`src/core/ptr_map.svh`:
```
// constants of the pointer interpreter
// assumes inclusion by every file that needs numbers
`ifndef PTR_MAP_SVH
`define PTR_MAP_SVH
`define PTR_REG_CTRL    8'h00
`define PTR_REG_STAT    8'h04
`define PTR_REG_PEND    8'h08
`define PTR_REG_MASKA   8'h0C
`define PTR_REG_MASKB   8'h10
`define PTR_REG_PTR     8'h14
`define PTR_BIT_ALARM   0
`define PTR_BIT_LOSS    1
`define PTR_BIT_SDH     0
`define PTR_FLAG_NDF    4'h9
`define PTR_FLAG_STEADY_STATE   4'h6
`define PTR_SS_SDH      2'h2
`define PTR_VAL_MAX     10'h30E
`define PTR_VAL_ONES    10'h3FF
`define PTR_VAL_RESET   10'h000
`define PTR_AIS_WORD    16'hFFFF
`define PTR_I_MASK      10'h2AA
`define PTR_D_MASK      10'h155
`define PTR_FLAG_MIN    3'h3
`define PTR_SONET_MIN   4'h8
`define PTR_SDH_MIN     4'h3
`define PTR_SDH_MAX     4'h2
`define PTR_AIS_FRAMES  3
`define PTR_STEADY_STATE_FRAMES 3
`define PTR_LOSS_FRAMES 8
`define PTR_INH_FRAMES  2'h3
`endif

```
`src/core/ptr_pkg.sv`:
```
// types of the pointer interpreter
// assumes nothing beyond the compile order
package ptr_pkg;
    typedef enum logic [1:0] {steady_state, pointer_lost_state,
        alarm_signal_state} ptr_state_t;
    typedef enum logic [1:0] {cc_normal, cc_alarm,
        cc_invalid} ptr_cc_t;
endpackage : ptr_pkg

```
`src/core/ptr_cls_if.sv`:
```
// classifier request and result bundle
// assumes one clock domain, all signals combinational
`timescale 1ns/1ps
interface ptr_cls_if;
    import ptr_pkg::*;
    logic [15:0] word;
    logic [15:0] cword;
    logic [9:0]  cur;
    logic        sdh;
    logic        ndf_ok;
    logic        steady_state_ok;
    logic        is_ais;
    logic        inc;
    logic        dec;
    ptr_cc_t     cclass;
    modport cls (input word, cword, cur, sdh,
        output ndf_ok, steady_state_ok, is_ais, inc, dec, cclass);
    modport core (output word, cword, cur, sdh,
        input ndf_ok, steady_state_ok, is_ais, inc, dec, cclass);
endinterface : ptr_cls_if

```
`src/core/ptr_top.sv`:
```
// pointer interpreter top: classifier, state machine, register file
// assumes words valid while frame_strobe pulses, same clock
//
// Chosen here: the address map and the APB interface to the registers.
`timescale 1ns/1ps
`include "ptr_map.svh"
module ptr_top
    import ptr_pkg::*;
#(
    parameter int AIS_FRAMES  = `PTR_AIS_FRAMES,
    parameter int STEADY_STATE_FRAMES = `PTR_STEADY_STATE_FRAMES,
    parameter int LOSS_FRAMES = `PTR_LOSS_FRAMES
)
(
    input  wire logic        pclk,
    input  wire logic        presetn,
    input  wire logic [7:0]  paddr,
    input  wire logic        psel,
    input  wire logic        penable,
    input  wire logic        pwrite,
    input  wire logic [31:0] pwdata,
    output logic [31:0]      prdata,
    output logic             pready,
    output logic             pslverr,
    input  wire logic        frame_strobe,
    input  wire logic [15:0] primary_word,
    input  wire logic [15:0] concat_word,
    output logic [9:0]       cur_pointer,
    output ptr_cc_t          concat_class,
    output logic             irq_line_a,
    output logic             irq_line_b
);
    if (AIS_FRAMES < 1 || AIS_FRAMES > 15)
        $error("AIS_FRAMES out of range");
    if (STEADY_STATE_FRAMES < 1 || STEADY_STATE_FRAMES > 15)
        $error("STEADY_STATE_FRAMES out of range");
    if (LOSS_FRAMES < 1 || LOSS_FRAMES > 15)
        $error("LOSS_FRAMES out of range");

    ptr_cls_if   cls ();
    ptr_state_t  state;
    ptr_state_t  next_state;
    logic [3:0]  ais_cnt;
    logic [3:0]  steady_state_cnt;
    logic [3:0]  inv_cnt;
    logic [1:0]  inhibit;
    logic [9:0]  cand;
    logic [9:0]  next_cur;
    logic [9:0]  val;
    logic        sdh;
    logic        take_ais;
    logic        take_ndf;
    logic        take_steady_state;
    logic        take_inc;
    logic        take_dec;
    logic        ptr_valid;
    logic [1:0]  evt;
    logic [1:0]  now;

    // classifier hookup, word layout
    assign val = primary_word[9:0];
    assign cls.word = primary_word;
    assign cls.cword = concat_word;
    assign cls.cur = cur_pointer;
    assign cls.sdh = sdh;

    ptr_classify u_cls (
        .pclk    (pclk),
        .presetn (presetn),
        .c       (cls.cls)
    );

    // per-frame decisions
    assign take_ais = cls.is_ais && ais_cnt == 4'(AIS_FRAMES - 1)
        && state != alarm_signal_state;
    assign take_ndf = cls.ndf_ok && state != pointer_lost_state;
    assign take_steady_state = cls.steady_state_ok && (steady_state_cnt == 4'(STEADY_STATE_FRAMES - 1))
        && val == cand;
    assign take_inc = state == steady_state && inhibit == 2'h0
        && cls.inc && !cls.dec;
    assign take_dec = state == steady_state && inhibit == 2'h0
        && cls.dec && !cls.inc;

    // valid pointer per state for loss counting
    always_comb
    begin
        ptr_valid = 1'b0;
        case (state)
            alarm_signal_state:
                ptr_valid = cls.is_ais;
            steady_state:
                ptr_valid = cls.ndf_ok || cls.inc || cls.dec
                    || (cls.steady_state_ok && val == cur_pointer);
            default:
                ptr_valid = 1'b1;
        endcase
    end

    // next state and pointer
    always_comb
    begin
        next_state = state;
        next_cur = cur_pointer;
        if (take_ais)
            next_state = alarm_signal_state;
        else if (take_ndf)
        begin
            next_state = steady_state;
            next_cur = val;
        end
        else if (take_steady_state)
        begin
            next_state = steady_state;
            next_cur = val;
        end
        else if (take_inc)
            next_cur = cur_pointer == `PTR_VAL_MAX ? `PTR_VAL_RESET
                : cur_pointer + 10'h001;
        else if (take_dec)
            next_cur = cur_pointer == `PTR_VAL_RESET ? `PTR_VAL_MAX
                : cur_pointer - 10'h001;
        else if (!ptr_valid && inv_cnt == 4'(LOSS_FRAMES - 1)
            && state != pointer_lost_state)
            next_state = pointer_lost_state;
    end

    // state and pointer register
    always_ff @(posedge pclk or negedge presetn)
    begin
        if (!presetn)
        begin
            state <= pointer_lost_state;
            cur_pointer <= `PTR_VAL_RESET;
        end
        else if (frame_strobe)
        begin
            state <= next_state;
            cur_pointer <= next_cur;
        end
    end

    // concatenation class capture
    always_ff @(posedge pclk or negedge presetn)
    begin
        if (!presetn)
            concat_class <= cc_normal;
        else if (frame_strobe)
            concat_class <= cls.cclass;
    end

    // alarm word persistence
    always_ff @(posedge pclk or negedge presetn)
    begin
        if (!presetn)
            ais_cnt <= 4'h0;
        else if (frame_strobe)
        begin
            if (!cls.is_ais || take_ais)
                ais_cnt <= 4'h0;
            else if (ais_cnt != 4'hF)
                ais_cnt <= ais_cnt + 4'h1;
        end
    end

    // equal normal pointer persistence
    always_ff @(posedge pclk or negedge presetn)
    begin
        if (!presetn)
        begin
            steady_state_cnt <= 4'h0;
            cand <= `PTR_VAL_RESET;
        end
        else if (frame_strobe)
        begin
            if (!cls.steady_state_ok || take_steady_state)
                steady_state_cnt <= 4'h0;
            else if (val != cand || steady_state_cnt == 4'h0)
            begin
                steady_state_cnt <= 4'h1;
                cand <= val;
            end
            else if (steady_state_cnt != 4'hF)
                steady_state_cnt <= steady_state_cnt + 4'h1;
        end
    end

    // invalid pointer persistence
    always_ff @(posedge pclk or negedge presetn)
    begin
        if (!presetn)
            inv_cnt <= 4'h0;
        else if (frame_strobe)
        begin
            if (ptr_valid || next_state != state)
                inv_cnt <= 4'h0;
            else if (inv_cnt != 4'hF)
                inv_cnt <= inv_cnt + 4'h1;
        end
    end

    // justification inhibit window
    always_ff @(posedge pclk or negedge presetn)
    begin
        if (!presetn)
            inhibit <= 2'h0;
        else if (frame_strobe)
        begin
            if (take_ndf || take_inc || take_dec)
                inhibit <= `PTR_INH_FRAMES;
            else if (inhibit != 2'h0)
                inhibit <= inhibit - 2'h1;
        end
    end

    // state change events to the register file
    assign now[`PTR_BIT_ALARM] = state == alarm_signal_state;
    assign now[`PTR_BIT_LOSS] = state == pointer_lost_state;
    assign evt[`PTR_BIT_ALARM] = frame_strobe
        && ((next_state == alarm_signal_state) != now[`PTR_BIT_ALARM]);
    assign evt[`PTR_BIT_LOSS] = frame_strobe
        && ((next_state == pointer_lost_state) != now[`PTR_BIT_LOSS]);

    ptr_regs u_regs (
        .pclk       (pclk),
        .presetn    (presetn),
        .paddr      (paddr),
        .psel       (psel),
        .penable    (penable),
        .pwrite     (pwrite),
        .pwdata     (pwdata),
        .prdata     (prdata),
        .pready     (pready),
        .pslverr    (pslverr),
        .evt        (evt),
        .now        (now),
        .cur        (cur_pointer),
        .cclass     (concat_class),
        .sdh        (sdh),
        .irq_line_a (irq_line_a),
        .irq_line_b (irq_line_b)
    );
endmodule : ptr_top

```
`src/core/ptr_classify.sv`:
```
// word classifier for primary pointer and concatenation word
// assumes words held stable by the core while it samples them
`timescale 1ns/1ps
`include "ptr_map.svh"
module ptr_classify
    import ptr_pkg::*;
(
    input wire logic pclk,
    input wire logic presetn,
    ptr_cls_if.cls   c
);
    function automatic logic [3:0] ptr_ones(input logic [9:0] v);
        logic [3:0] n;
        n = 4'h0;
        for (int i = 0; i < 10; i++)
            n = n + {3'h0, v[i]};
        return n;
    endfunction : ptr_ones

    logic [3:0] fl_ndf;
    logic [3:0] fl_steady_state;
    logic [3:0] cf_ndf;
    logic [9:0] diff;
    logic [3:0] inv_i;
    logic [3:0] inv_d;
    logic       ss_ok;
    logic       css_ok;
    logic       steady_state_fl;
    logic       in_rng;
    logic       inc_raw;
    logic       dec_raw;

    // flag majority, three of four
    assign fl_ndf  = ptr_ones({6'h0, ~(c.word[15:12] ^ `PTR_FLAG_NDF)});
    assign fl_steady_state = ptr_ones({6'h0, ~(c.word[15:12] ^ `PTR_FLAG_STEADY_STATE)});
    assign cf_ndf  = ptr_ones({6'h0, ~(c.cword[15:12] ^ `PTR_FLAG_NDF)});
    assign ss_ok   = !c.sdh || (c.word[11:10] == `PTR_SS_SDH);
    assign css_ok  = !c.sdh || (c.cword[11:10] == `PTR_SS_SDH);
    assign in_rng  = c.word[9:0] <= `PTR_VAL_MAX;
    assign c.is_ais = c.word == `PTR_AIS_WORD;
    assign c.ndf_ok = (fl_ndf[2:0] >= `PTR_FLAG_MIN || fl_ndf[3]) && in_rng && ss_ok;
    assign steady_state_fl = (fl_steady_state[2:0] >= `PTR_FLAG_MIN || fl_steady_state[3]) && ss_ok;
    assign c.steady_state_ok = steady_state_fl && in_rng;

    // justification majority per mode
    assign diff  = c.word[9:0] ^ c.cur;
    assign inv_i = ptr_ones(diff & `PTR_I_MASK);
    assign inv_d = ptr_ones(diff & `PTR_D_MASK);
    always_comb
    begin
        if (c.sdh)
        begin
            inc_raw = inv_i >= `PTR_SDH_MIN && inv_d <= `PTR_SDH_MAX;
            dec_raw = inv_d >= `PTR_SDH_MIN && inv_i <= `PTR_SDH_MAX;
        end
        else
        begin
            inc_raw = ptr_ones(~(diff ^ `PTR_I_MASK)) >= `PTR_SONET_MIN;
            dec_raw = ptr_ones(~(diff ^ `PTR_D_MASK)) >= `PTR_SONET_MIN;
        end
    end
    // justification words need no range check, inverted bits may leave it
    assign c.inc = inc_raw && steady_state_fl;
    assign c.dec = dec_raw && steady_state_fl;

    // concatenation word class
    always_comb
    begin
        if (c.cword == `PTR_AIS_WORD)
            c.cclass = cc_alarm;
        else if ((cf_ndf[2:0] >= `PTR_FLAG_MIN || cf_ndf[3])
            && c.cword[9:0] == `PTR_VAL_ONES && css_ok)
            c.cclass = cc_normal;
        else
            c.cclass = cc_invalid;
    end
endmodule : ptr_classify

```
`src/core/ptr_regs.sv`:
```
// apb register file with latches, pending bits and irq routing
// assumes events are one-cycle pulses on pclk
`timescale 1ns/1ps
`include "ptr_map.svh"
module ptr_regs
    import ptr_pkg::*;
(
    input  wire logic        pclk,
    input  wire logic        presetn,
    input  wire logic [7:0]  paddr,
    input  wire logic        psel,
    input  wire logic        penable,
    input  wire logic        pwrite,
    input  wire logic [31:0] pwdata,
    output logic [31:0]      prdata,
    output logic             pready,
    output logic             pslverr,
    input  wire logic [1:0]  evt,
    input  wire logic [1:0]  now,
    input  wire logic [9:0]  cur,
    input  wire ptr_cc_t     cclass,
    output logic             sdh,
    output logic             irq_line_a,
    output logic             irq_line_b
);
    logic [1:0]  latch;
    logic [1:0]  pend;
    logic [1:0]  mask_a;
    logic [1:0]  mask_b;
    logic        rd;
    logic        wr;
    logic        hit;
    logic [31:0] rval;

    assign rd = psel && !penable && !pwrite;
    assign wr = psel && penable && pwrite;
    assign pready = 1'b1;

    // address decode
    always_comb
    begin
        hit = 1'b1;
        rval = 32'h0;
        if (paddr == `PTR_REG_CTRL)
            rval = {31'h0, sdh};
        else if (paddr == `PTR_REG_STAT)
            rval = {30'h0, latch | now};
        else if (paddr == `PTR_REG_PEND)
            rval = {30'h0, pend};
        else if (paddr == `PTR_REG_MASKA)
            rval = {30'h0, mask_a};
        else if (paddr == `PTR_REG_MASKB)
            rval = {30'h0, mask_b};
        else if (paddr == `PTR_REG_PTR)
            rval = {18'h0, cclass, now, cur};
        else
            hit = 1'b0;
    end
    assign pslverr = psel && penable && !hit;

    // read data captured in setup phase
    always_ff @(posedge pclk or negedge presetn)
    begin
        if (!presetn)
            prdata <= 32'h0;
        else if (rd)
            prdata <= rval;
    end

    // control registers
    always_ff @(posedge pclk or negedge presetn)
    begin
        if (!presetn)
        begin
            sdh <= 1'b0;
            mask_a <= 2'h0;
            mask_b <= 2'h0;
        end
        else if (wr && paddr == `PTR_REG_CTRL)
            sdh <= pwdata[`PTR_BIT_SDH];
        else if (wr && paddr == `PTR_REG_MASKA)
            mask_a <= pwdata[1:0];
        else if (wr && paddr == `PTR_REG_MASKB)
            mask_b <= pwdata[1:0];
    end

    // latch-high and pending, set wins over read clear
    always_ff @(posedge pclk or negedge presetn)
    begin
        if (!presetn)
        begin
            latch <= 2'h0;
            pend <= 2'h0;
        end
        else
        begin
            latch <= (rd && paddr == `PTR_REG_STAT ? 2'h0 : latch) | evt;
            pend <= (rd && paddr == `PTR_REG_PEND ? 2'h0 : pend) | evt;
        end
    end

    // mask routing onto two lines
    always_ff @(posedge pclk or negedge presetn)
    begin
        if (!presetn)
        begin
            irq_line_a <= 1'b0;
            irq_line_b <= 1'b0;
        end
        else
        begin
            irq_line_a <= |(pend & mask_a);
            irq_line_b <= |(pend & mask_b);
        end
    end
endmodule : ptr_regs

```
`config.mk`:
```
export PLATFORM = sky130hd
export DESIGN_NAME = ptr_top
export DESIGN_NICKNAME = d
export VERILOG_FILES = /design/src/core/ptr_pkg.sv /design/src/core/ptr_cls_if.sv /design/src/core/ptr_top.sv /design/src/core/ptr_classify.sv /design/src/core/ptr_regs.sv
export VERILOG_INCLUDE_DIRS = /design/src /design/src/core
export SDC_FILE = /design/constraint.sdc
export NUM_CORES = 1
export LEC_CHECK = 0
export ABC_CLOCK_PERIOD_IN_PS = 4900
export BUFFER_PORTS_ARGS = -buffer_cell sky130_fd_sc_hd__buf_4
export CAP_MARGIN = 10
export CORE_UTILIZATION = 38
export DETAILED_ROUTE_END_ITERATION = 16
export RECOVER_POWER = 100
export SKIP_LAST_GASP = 1
export SYNTH_ARGS = -nofsm -noshare
export SYNTH_HDL_FRONTEND = slang
export SYNTH_SLANG_ARGS = --single-unit
export TNS_END_PERCENT = 100
```
`constraint.sdc`:
```
create_clock -name pclk -period 4.9 [get_ports pclk]
set_clock_uncertainty 0.15 [all_clocks]
set_input_delay 0.98 -clock pclk [delete_from_list [all_inputs] [get_ports pclk]]
set_output_delay 0.98 -clock pclk [all_outputs]
set_load 0.02 [all_outputs]
```
==> results.py <==
metrics = {
    "setup_path": {
        "endpoint_kind": "flip-flop",
        "timing.rr.end": "cur_pointer[6]$_DFFE_PN0P_",
        "crit_required_ps": 5000,
        "crit_arrival_ps": 5200,
        "cp_slowest_cell": "fa_1",
        "worstPathMaxFanout": 3,
        "criticalPathCategory": "in2reg",
        "critPathMaxStageDelay_ps": 500,
        "r2r_slack_ps": 30,
        "crit_chain": "buf_8 > xor2_4 > ha_4 > inv_2 > fa_1 > inv_2 > fa_1 > fa_1 > inv_2 > fa_2 > nand2b_4 > a211o_4 > a211o_4 > nor2_4 > mux2_4 > a211o_1 > a31oi_1",
        "reg2reg_depth": 17,
        "r2r-start": "cur_pointer[1]$_DFFE_PN0P_",
        "cp-start-kind": "input port",
    },
    "global_routing": {
        "met2_usage_pct": 32.5,
        "grt_pass1_vias": 4378,
        "grt_max_degree": 64,
        "grt_pass1_wl_um": 22300,
        "grtUsageMet1_pct": 27.8,
        "grt-busiest-layer": "met2",
        "grt_antenna_before_repair": 0,
        "gr-total-overflow": 0,
        "grt_usage_pct": 20.2,
        "met3_usage_pct": 2.68,
    },
    "timing": {
        "maxSlewHeadroom_pct": -129,
        "slew_violations": 64,
        "rsz0062_at_grt": "yes",
        "final_hold_viol_count": 0,
        "finalCritPeriodShare_pct": 104,
        "tightest_slew_ps": 3440,
        "setup-tns-final_ps": -1880,
        "fin_ws_ps": -200,
        "max_freq_mhz": 196,
        "holdWs_ps": 323,
        "setup_viol": 19,
        "fin_crit_ps": 5100,
    },
    "floorplanning": {
        "dieArea_um2": 13800,
        "dieWidth_um": 117,
        "rows": 41,
        "die_y_um": 117,
        "pin_count": 126,
        "core_area_um2": 12800,
        "initial_utilization_pct": 39.6,
    },
    "finish": {
        "fillers": 1158,
        "drive_gt1_share_pct": 29.2,
        "nets": 779,
        "areaGrowthSynthToFinish_pct": 30.0,
        "num_antenna_cells": 0,
    },
    "clocking": {
        "cts_tree": "built",
        "cts_buffer_depth": 2,
        "cts-root-buf": "clkbuf_16",
        "cts_buffers": 9,
        "clk_latency_ps": 340,
        "holdBufCountCts": 0,
        "path_clk_slew_ps": 60,
        "ctsHtreeMaxLevel": 3,
        "cts.sink_count": 63,
    },
    "detailed_routing": {
        "drtIter0Drc": 261,
        "final_antenna_net_count": 0,
        "drcViolationCount": 0,
        "wl_per_cell_um": 16.3,
        "drt-pass1-iter-count": 5,
        "drt-total-wl_um": 13500,
        "vias_per_cell": 5.40,
        "vias": 4461,
    },
    "job": {
        "maxCapViolations": 1,
    },
    "hold_path": {
        "min_to": "inhibit[0]$_DFFE_PN0P_",
        "hold_class": "reg2reg",
        "hp-start": "inhibit[0]$_DFFE_PN0P_",
        "hold_path_depth": 1,
    },
    "place": {
        "gp_congestion": 0.877,
        "io_buffers": 76,
        "post-dp-hpwl_um": 10200,
    },
    "status": {
        "outcome": "finished, violations left",
        "violations": "capacitance limit, slew limit, setup timing",
    },
    "logic_synthesis": {
        "syn_area_per_cell_um2": 9.34,
        "netlist_area_um2": 5050,
        "yosysSeqAreaShare_pct": 31.2,
        "synth-seq-cells": 63,
        "ys.flop_type": "dfrtp_1",
        "synth_edf_count": 0,
        "synthArstFlopShare_pct": 100,
        "yosysWarnings": 0,
        "syn-instance-count": 541,
        "synth_cell_types": 69,
    },
    "power": {
        "power.density_nw_per_um2": 676,
        "ir_worst_vdd_v": 0.000372,
        "power.leakage_nw": 3.01,
    },
}
==> worst max-delay path by stage <==
| stage | endpoint | start | slack (ps) | depth (start not counted) |
|---|---|---|---|---|
| 3_5_place_dp | u_regs.latch[1]$_DFF_PN0_ | primary_word[1] | -650 | 19 |
| 6_report | cur_pointer[6]$_DFFE_PN0P_ | primary_word[0] | -200 | 17 |
| 2_1_floorplan | cur_pointer[6]$_DFFE_PN0P_ | primary_word[1] | -360 | 17 |
| 3_3_place_gp | u_regs.pend[1]$_DFF_PN0_ | primary_word[1] | -620 | 19 |
| 4_1_cts | cur_pointer[6]$_DFFE_PN0P_ | primary_word[1] | -110 | 18 |
| 5_1_grt | cur_pointer[6]$_DFFE_PN0P_ | primary_word[1] | -330 | 18 |
==> registers in the layout, summed over array words and instances, names as in the netlist, 2 cells and up <==
register          cells
ais_cnt               4
cand                 10
concat_class          2
cur_pointer          10
inhibit               2
inv_cnt               4
state                 2
steady_state_cnt      4
u_regs.latch          2
u_regs.mask_a         2
u_regs.mask_b         2
u_regs.pend           2
u_regs.prdata        14
==> synthesized netlist by cell type, types with 4 or more instances <==
library cell,instances,area share (%)
nor2_1,34,2.5
nor4_1,5,0.62
buf_2,11,1.1
a211o_1,4,0.69
buf_4,21,3.1
ha_1,34,8.4
o211ai_1,4,0.59
a21o_1,4,0.59
o21ai_0,24,2.4
mux2_2,20,4.5
nand4_1,16,2.0
a31oi_1,7,0.87
nor2b_1,6,0.74
nor3_1,8,0.79
a22o_1,18,3.1
dfrtp_1,62,31
nand2b_1,7,0.87
inv_1,46,3.4
xor2_1,9,1.6
nand3_1,18,1.8
o221ai_1,5,0.87
a21oi_1,22,2.2
fa_1,18,7.1
and3_1,11,1.4
nand2_1,37,2.7
clkbuf_1,9,0.67
xnor2_1,16,2.8
==> through the flow <==
step                setup slack, ps  area, µm²  utilization [%]  std cells  total power, mW
global placement               -624       6050             47.4        808             3.17
CTS                            -110       6440             50.4        823             3.98
global route                   -330       6570             51.4        826             4.81
floorplan                      -360       5180                -        558             2.45
detailed placement             -647       6050             47.4        808             3.25
finish                         -200       6570             51.4        826             4.44
==> what timing repair did <==
action                                  in CTS  in global routing
pin swaps                                   17                 18
resized for setup                           21                 36
buffers inserted                             0                  4
endpoints found under the setup margin      22                 22
==> report_power, final <==
part	internal, mW	leakage [nW]	total (mW)	switching, mW
Clock	0.409	0.145	0.659	0.250
Sequential	0.626	0.807	0.756	0.129
Combinational	1.46	2.05	3.03	1.56
==> critical path: cells and delay by family <==
kind | cells | cell delay [ps]
adders and majority gates | 5 | 2070
AOI/OAI and AO/OA | 4 | 1140
muxes | 1 | 320
and+or+nand+nor | 2 | 290
buffers and inverters | 4 | 220
xor gates and xnor gates | 1 | 180
==> metal layers <==
metal / vias up / routed length [µm]
met3: 24 / 687
met4: 0 / 237
li1: 2130 / -
met5: - / 0
met2: 142 / 6560
met1: 2165 / 6020
==> layout make-up <==
type	count	area, µm²	area share, %
multi-input cells	406	3410	52.0
flip-flops and latches	63	1580	24.0
repair buffers	123	883	13.4
clock buffers	10	239	3.64
well taps	172	215	3.28
inverters	46	173	2.63
clock inverters	6	67.6	1.03
==> layout by cell type (no fill, tap or decap), drive strengths merged, types with 4 or more instances in the layout <==
cell type / count
a21oi: 23
a22o: 18
mux2: 20
nor2b: 6
nor4: 7
xor2: 9
inv: 47
a31oi: 7
xnor2: 16
nand3: 18
a21o: 4
nor3: 9
and3: 12
fa: 18
conb: 19
nor2: 35
o21ai: 24
a211o: 4
buf: 100
o211ai: 5
nand4: 17
dfrtp: 62
ha: 34
nand2b: 7
nand2: 37
clkbuf: 33
o221ai: 5
==> logic make-up (layout without fill, tap and decap cells) <==
group | count (synthesis) | after routing | synth area share, %
AO/OA/AOI/OAI | 126 | 126 | 18.3
XOR/XNOR | 25 | 25 | 4.33
adder cells (fa/ha/maj) | 52 | 52 | 15.6
buffers and inverters | 89 | 185 | 8.44
flip-flops | 63 | 63 | 31.2
multiplexers | 21 | 21 | 4.66
other | 2 | 19 | 0.149
AND/OR/NAND/NOR | 163 | 163 | 17.3
Note: power is estimated with default switching activity, not from simulation.
